## src/rtl/eirp_pkg.sv

```systemverilog
/*
 * Shared constants and types for the external interrupt request port.
 * Assumes one core clock and an active-low asynchronous core reset.
 */
package eirp_pkg;
	// ==========================================================
	// Vector offsets
	localparam logic [15:0] VEC_CRIT    = 16'h0100;
	localparam logic [15:0] VEC_NONCRIT = 16'h0200;

	// ==========================================================
	// Reset values and field positions
	localparam logic        RST_ENABLE  = 1'h0;
	localparam logic [31:0] RST_PC      = 32'h0000_0000;
	localparam logic [31:0] RST_STATE   = 32'h0000_0000;
	localparam int          MSR_CE_BIT  = 1;
	localparam int          MSR_EE_BIT  = 0;
	localparam int          N_SOURCES   = 8;

	// ==========================================================
	// Handler state of the core end
	typedef enum logic [1:0] {
		CTX_IDLE    = 2'b00,
		CTX_NONCRIT = 2'b01,
		CTX_CRIT    = 2'b10,
		CTX_NESTED  = 2'b11
	} eirp_ctx_e;
endpackage

```

## src/rtl/eirp_if.sv

```systemverilog
/*
 * Carrier joining the interrupt collector to the core request port.
 * Assumes both ends run on the same core clock.
 */
interface eirp_if;
	logic critIrqRequestIn;
	logic noncritIrqRequestIn;

	modport core
	(
		input critIrqRequestIn,
		input noncritIrqRequestIn
	);
	modport collector
	(
		output critIrqRequestIn,
		output noncritIrqRequestIn
	);
endinterface

```

## src/rtl/eirp_sync.sv

```systemverilog
/*
 * Two-flop level synchroniser for one request line.
 * Assumes an asynchronous level input; output is quiet low after reset.
 */
module eirp_sync
(
	// Clock and reset
	input  wire logic mclk,
	input  wire logic nrst,
	// Level in and out
	input  wire logic din,
	output logic      dout
);
	typedef struct packed {
		logic meta;
		logic sync;
	} eirp_sync_s;

	eirp_sync_s st_r;
	eirp_sync_s st_nxt;

	always_comb
	begin
		st_nxt.meta = din;
		st_nxt.sync = st_r.meta;
	end

	always_ff @(posedge mclk or negedge nrst)
	begin
		if (!nrst)
			st_r <= '0;
		else
			st_r <= st_nxt;
	end

	assign dout = st_r.sync;
endmodule

```

## src/rtl/eirp_core_port.sv

```systemverilog
/*
 * Core end of the external interrupt request port: gating by the
 * machine-state enables, priority, save/restore pairs and vectoring.
 * Assumes the collector holds requests high until software clears them.
 */
// Operation
// - Critical interrupt branches to offset 0x0100
// - Noncritical interrupt branches to offset 0x0200
// - Critical ranks above noncritical; debug below critical
// - Critical saves pair two, noncritical pair one
// - Critical preempts noncritical handler, noncritical save intact
// - Collector holds request until software clears it
// - Noncritical taken only while its enable is 1
// - Critical taken only while its enable is 1
// - Both enable bits shown on power interface
// - Disabled request stays pending, taken when enabled
// - Collector merges requests into two lines
// - High line means request, low means none
// - Unused critical input tied to 0
// - Unused noncritical input tied to 0
module eirp_core_port
(
	// Clock and reset
	input  wire logic  mclk,
	input  wire logic  nrst,
	// Request lines from the collector
	eirp_if.core       irq,
	// Machine state and program counter
	input  wire logic  msrWrite,
	input  wire logic  critIrqEnableIn,
	input  wire logic  noncritIrqEnableIn,
	input  wire logic [31:0] curPc,
	input  wire logic [31:0] curState,
	// Handler returns
	input  wire logic  critReturn,
	input  wire logic  noncritReturn,
	// Debug event of lower rank than critical
	input  wire logic  debugReq,
	// Vectoring
	output logic       takeIrq,
	output logic [15:0] vectorOffset,
	output logic       debugTake,
	// Power management reflection of enables
	output logic       critIrqEnable,
	output logic       noncritIrqEnable,
	// Save/restore pairs
	output logic [31:0] noncritSavePc,
	output logic [31:0] noncritSaveState,
	output logic [31:0] critSavePc,
	output logic [31:0] critSaveState,
	output eirp_pkg::eirp_ctx_e ctxState
);
	typedef struct packed {
		logic                ce;
		logic                ee;
		logic                take;
		logic [15:0]         vec;
		logic                dbg;
		logic [31:0]         ncPc;
		logic [31:0]         ncSt;
		logic [31:0]         crPc;
		logic [31:0]         crSt;
		eirp_pkg::eirp_ctx_e ctx;
	} eirp_core_s;

	eirp_core_s st_r;
	eirp_core_s st_nxt;
	logic       critLvl;
	logic       noncritLvl;
	logic       critGo;
	logic       noncritGo;
	logic [31:0] savedState;

	// ==========================================================
	// Input synchronisers
	// sampled request levels
	eirp_sync u_syncCrit
	(
		.mclk (mclk),
		.nrst (nrst),
		.din  (irq.critIrqRequestIn),
		.dout (critLvl)
	);
	eirp_sync u_syncNoncrit
	(
		.mclk (mclk),
		.nrst (nrst),
		.din  (irq.noncritIrqRequestIn),
		.dout (noncritLvl)
	);

	// ==========================================================
	// Acceptance and priority
	always_comb
	begin
		critGo = critLvl && st_r.ce;
		noncritGo = noncritLvl && st_r.ee;
		savedState = curState;
		savedState[eirp_pkg::MSR_CE_BIT] = st_r.ce;
		savedState[eirp_pkg::MSR_EE_BIT] = st_r.ee;

		st_nxt = st_r;
		st_nxt.take = 1'b0;
		st_nxt.dbg = 1'b0;
		if (msrWrite)
		begin
			st_nxt.ce = critIrqEnableIn;
			st_nxt.ee = noncritIrqEnableIn;
		end
		if (critReturn && st_r.ctx[1])
		begin
			st_nxt.ce = st_r.crSt[eirp_pkg::MSR_CE_BIT];
			st_nxt.ee = st_r.crSt[eirp_pkg::MSR_EE_BIT];
			st_nxt.ctx = (st_r.ctx == eirp_pkg::CTX_NESTED) ? eirp_pkg::CTX_NONCRIT : eirp_pkg::CTX_IDLE;
		end
		else if (noncritReturn && st_r.ctx == eirp_pkg::CTX_NONCRIT)
		begin
			st_nxt.ce = st_r.ncSt[eirp_pkg::MSR_CE_BIT];
			st_nxt.ee = st_r.ncSt[eirp_pkg::MSR_EE_BIT];
			st_nxt.ctx = eirp_pkg::CTX_IDLE;
		end
		else if (critGo)
		begin
			st_nxt.take = 1'b1;
			st_nxt.vec = eirp_pkg::VEC_CRIT;
			st_nxt.crPc = curPc;
			st_nxt.crSt = savedState;
			st_nxt.ce = 1'b0;
			st_nxt.ee = 1'b0;
			st_nxt.ctx = (st_r.ctx == eirp_pkg::CTX_NONCRIT) ? eirp_pkg::CTX_NESTED : eirp_pkg::CTX_CRIT;
		end
		else if (debugReq)
			st_nxt.dbg = 1'b1;
		else if (noncritGo)
		begin
			st_nxt.take = 1'b1;
			st_nxt.vec = eirp_pkg::VEC_NONCRIT;
			st_nxt.ncPc = curPc;
			st_nxt.ncSt = savedState;
			st_nxt.ee = 1'b0;
			st_nxt.ctx = eirp_pkg::CTX_NONCRIT;
		end
	end

	always_ff @(posedge mclk or negedge nrst)
	begin
		if (!nrst)
		begin
			st_r.ce   <= eirp_pkg::RST_ENABLE;
			st_r.ee   <= eirp_pkg::RST_ENABLE;
			st_r.take <= 1'b0;
			st_r.vec  <= 16'h0000;
			st_r.dbg  <= 1'b0;
			st_r.ncPc <= eirp_pkg::RST_PC;
			st_r.ncSt <= eirp_pkg::RST_STATE;
			st_r.crPc <= eirp_pkg::RST_PC;
			st_r.crSt <= eirp_pkg::RST_STATE;
			st_r.ctx  <= eirp_pkg::CTX_IDLE;
		end
		else
			st_r <= st_nxt;
	end

	// ==========================================================
	// Outputs
	assign takeIrq          = st_r.take;
	assign vectorOffset     = st_r.vec;
	assign debugTake        = st_r.dbg;
	assign critIrqEnable    = st_r.ce;
	assign noncritIrqEnable = st_r.ee;
	assign noncritSavePc    = st_r.ncPc;
	assign noncritSaveState = st_r.ncSt;
	assign critSavePc       = st_r.crPc;
	assign critSaveState    = st_r.crSt;
	assign ctxState         = st_r.ctx;
endmodule

```

## src/flat_wrapper.sv

```systemverilog
// flat-port wrapper written by rule: the top's interface ports become plain ports
module eirp_core_port_flat 
  (mclk, nrst, msrWrite, critIrqEnableIn, noncritIrqEnableIn, curPc, curState, critReturn, noncritReturn, debugReq, takeIrq, vectorOffset, debugTake, critIrqEnable, noncritIrqEnable, noncritSavePc, noncritSaveState, critSavePc, critSaveState, ctxState, irq_critIrqRequestIn, irq_noncritIrqRequestIn);
  eirp_if irq_i ();
  input  wire logic mclk;
  input  wire logic nrst;
  input  wire logic msrWrite;
  input  wire logic critIrqEnableIn;
  input  wire logic noncritIrqEnableIn;
  input  wire logic [31:0] curPc;
  input  wire logic [31:0] curState;
  input  wire logic critReturn;
  input  wire logic noncritReturn;
  input  wire logic debugReq;
  output logic takeIrq;
  output logic [15:0] vectorOffset;
  output logic debugTake;
  output logic critIrqEnable;
  output logic noncritIrqEnable;
  output logic [31:0] noncritSavePc;
  output logic [31:0] noncritSaveState;
  output logic [31:0] critSavePc;
  output logic [31:0] critSaveState;
  output eirp_pkg::eirp_ctx_e ctxState;
  input wire logic [$bits(irq_i.critIrqRequestIn)-1:0] irq_critIrqRequestIn;
  input wire logic [$bits(irq_i.noncritIrqRequestIn)-1:0] irq_noncritIrqRequestIn;
  assign irq_i.critIrqRequestIn = irq_critIrqRequestIn;
  assign irq_i.noncritIrqRequestIn = irq_noncritIrqRequestIn;
  eirp_core_port u_core (.mclk(mclk), .nrst(nrst), .irq(irq_i), .msrWrite(msrWrite), .critIrqEnableIn(critIrqEnableIn), .noncritIrqEnableIn(noncritIrqEnableIn), .curPc(curPc), .curState(curState), .critReturn(critReturn), .noncritReturn(noncritReturn), .debugReq(debugReq), .takeIrq(takeIrq), .vectorOffset(vectorOffset), .debugTake(debugTake), .critIrqEnable(critIrqEnable), .noncritIrqEnable(noncritIrqEnable), .noncritSavePc(noncritSavePc), .noncritSaveState(noncritSaveState), .critSavePc(critSavePc), .critSaveState(critSaveState), .ctxState(ctxState));
endmodule
```

## config.mk

```make
export PLATFORM = sky130hd
export DESIGN_NAME = eirp_core_port_flat
export DESIGN_NICKNAME = d
export VERILOG_FILES = /design/src/rtl/eirp_pkg.sv /design/src/rtl/eirp_if.sv /design/src/rtl/eirp_sync.sv /design/src/rtl/eirp_core_port.sv /design/src/flat_wrapper.sv
export SDC_FILE = /design/constraint.sdc
export NUM_CORES = 1
export LEC_CHECK = 0
export ABC_AREA = 1
export BUFFER_PORTS_ARGS = -buffer_cell sky130_fd_sc_hd__clkbuf_2
export CAP_MARGIN = 20
export CORE_AREA = 2 2 108 110
export CTS_BUF_LIST = sky130_fd_sc_hd__clkbuf_4 sky130_fd_sc_hd__clkbuf_8
export DETAILED_ROUTE_END_ITERATION = 10
export DIE_AREA = 0 0 110 112
export PLACE_DENSITY = 0.89
export SETUP_SLACK_MARGIN = 0.1
export SLEW_MARGIN = 20
export SYNTH_ARGS = -nofsm -noshare
export SYNTH_HDL_FRONTEND = slang
export SYNTH_SLANG_ARGS = --single-unit
```

## constraint.sdc

```tcl
create_clock -name mclk -period 2.2 [get_ports mclk]
set_clock_uncertainty 0.2 [all_clocks]
set_input_delay 0.33 -clock mclk [delete_from_list [all_inputs] [get_ports mclk]]
set_output_delay 0.33 -clock mclk [all_outputs]
set_load 0.005 [all_outputs]
```

==> results.md <==
- Routed Antenna Nets: 0
- Initial DRC count: 400
- Largest cells by area after synthesis: dfrtp_1, nand2_1, buf_4, buf_2, buf_6
- Setup TNS: 0 ns
- Register area: 3500 µm²
- Buffers added on ports: 207
- Ant diodes: 0
- Total wire length: 15,400 µm
- Vias per cell: 4.79
- Vias in the first global route: 5,266
- Status: finished, final reports clean
- Min-delay src: critReturn
- Footprint of the multi-input gates: 1710 µm²
- Hold Crit Class: primary input to flip-flop
- Routed WL per cell: 14.6 µm
- Via Count: 5,034
- CTS tree: yes
- CTS clock-pin slew for the worst setup and hold paths: 0.08 ns
- Yosys cell types: 19
- Fmax: 505 MHz
- HPWL Detailed: 9490 µm
- CP endpoint: u_core.noncritSavePc[8]$_DFFE_PN0P_
- Nets: 971
- Cell count after synthesis: 616
- Top-area cell type share of the netlist area: 64.2%
- Beginning of the critical path: debugReq
- Global Route Usage Sum: 26.8%
- Flops & latches, synth: 140
- DIE AREA: 12,300 µm²
- Seq/Total Area, Yosys: 64.2%
- Grt ovf: 0
- Core footprint: 11,200 µm²
- R2R cell count: 8
- Antenna violations before repair: 0
- Worst hold slack: 0.0451 ns
- Tmin final: 1.98 ns
- Layout cells sized above 1: 28.7%
- Chip height: 112 µm
- Clock Sinks: 140
- Post-route DRC: 0
- 1st-pass router iterations: 5
- Critical path capture point type: flip-flop
- Pwr dens: 1330 nW/µm²
- R2R Path End: u_core.noncritSavePc[8]$_DFFE_PN0P_
- Gpl congestion: 0.780
- Arrival @ worst endpoint: 2.14 ns
- Starting Density: 48.8%
- Final Setup Violations: 0
- Largest net degree at the start of global routing: 49
- Num CTS Buffers: 17
- Peak supply drop: 0.719 mV
- Mapped Area: 5460 µm²
- Synth Warn #: 0
- Period utilisation layout: 90.1%
- R2R setup slack: 0.27 ns
- WS Path Type: primary input to flip-flop
- Post-Syn Area per Cell: 8.86 µm²
- Htree depth: 4
- RR Startpoint: u_core.critIrqEnable$_DFFE_PN0P_
- Fin. Hold Viols: 0
- CTS Buffer Depth: 2
- Final Max Tran Viols: 0
- Clk_lat worst skew: 0.42 ns
- Top cell type by total area after synthesis: dfrtp_1
- Most frequent cells in the layout: nand2_1, clkbuf_2, dfrtp_1
- # IOs: 224
- Worst path required time: 2.36 ns
- Fill cells: 875
- CP max FO: 27
- Post-CTS setup buffers: 0
- First-pass GRT wire length: 25,100 µm
- Crit path launch type: primary input
- RSZ-0062 raised after global routing: false
- Max cap viols: 0
- Pre-CTS setup slack: 0.311 ns
- Rows: 39
- Syn-to-layout area delta: 42.2%
- Root Buffer: clkbuf_8
- Leakage: 4.47 nW
- CTS-repair resized insts: 0
- DIE WIDTH: 110 µm
- Final WS setup: 0.218 ns
- Most common cell after layout, fill and taps aside: nand2_1
==> through the flow <==
stage	area, µm²	power [mW]	util [%]	std cells
after floorplan	5510	6.08	-	629
after global placement	6640	7.76	59.4	953
after detailed placement	6640	7.95	59.4	953
after CTS	7760	10.3	69.4	1051
after global routing	7760	11.2	69.4	1051
final	7760	10.4	69.4	1051
==> where the power goes <==
part / switching [mW] / total [mW] / internal [mW] / leakage [nW]
clock: 0.955 / 2.26 / 1.30 / 0.214
combinational: 1.97 / 3.55 / 1.57 / 2.53
sequential: 0.747 / 4.55 / 3.81 / 1.73
total: 3.67 / 10.4 / 6.68 / 4.47
==> kinds of logic after synthesis <==
kind of cell / count (synthesis) / share of synthesized area [%]
AND/OR/NAND/NOR: 425 / 30.2
flip-flops: 140 / 64.2
buffers and inverters: 48 / 5.34
AO/OA/AOI/OAI: 2 / 0.183
other: 1 / 0.0687
==> worst min-delay path by stage <==
stage               slack, ns  depth (start not counted)                                    to
CTS                      0.01                          5        u_core.ctxState[0]$_DFFE_PN0P_
global placement         0.09                          1  u_core.critSaveState[12]$_DFFE_PN0P_
floorplan               -0.17                          0      u_core.critIrqEnable$_DFFE_PN0P_
global route             0.04                          5        u_core.ctxState[0]$_DFFE_PN0P_
detailed placement       0.09                          1  u_core.critSaveState[12]$_DFFE_PN0P_
finish                   0.05                          5        u_core.ctxState[0]$_DFFE_PN0P_
==> repair_timing <==
action                                 4_1_cts  5_1_grt
endpoints found under the hold margin      172        0
hold buffers                                68        0
setup endpoints to repair                    0        0
==> state kept, by name, indices dropped and copies added, names as in the netlist, 2 cells and up <==
| register | flops |
|---|---|
| u_core.vectorOffset | 2 |
| u_core.ctxState | 2 |
| u_core.critSavePc | 32 |
| u_core.critSaveState | 32 |
| u_core.noncritSavePc | 32 |
| u_core.noncritSaveState | 32 |
==> cell type report <==
class / count / share of cell area, %
Clock buffer: 20 / 3.47
Clock inverter: 10 / 2.14
Inverter: 9 / 0.435
Multi-Input combinational cell: 441 / 22.1
Sequential cell: 140 / 45.2
Tap cell: 143 / 2.31
Timing Repair Buffer: 288 / 24.4
==> critical path, stage by stage <==
cell and delay, ns:
dlygate4sd3_1 0.55, clkbuf_2 0.13, nor2_1 0.21, inv_1 0.12, nor2_4 0.37, buf_12 0.24
nand2_1 0.09, nand2_1 0.08
==> synth_stat cells <==
cell type	instances
dfrtp_1	140
or2_2	1
nand2_1	403
o21ai_0	1
nor2_4	2
conb_1	1
inv_2	3
nor2_1	5
nor2b_1	1
buf_2	20
inv_1	6
buf_4	15
nand3b_1	1
nand2_2	4
nand4_1	4
nand3_1	3
a21oi_1	1
buf_6	4
nand3_2	1
==> per-layer routing <==
metal  global-route usage [%]  routed length, µm  vias to the layer above
met4                     13.5                527                        0
met1                     31.0               6170                     2391
met2                     45.5               7720                      214
met5                        0                  0                        -
met3                     6.62                942                       40
li1                         -                  -                     2389
No activity file was read; power rests on OpenSTA's default activity.
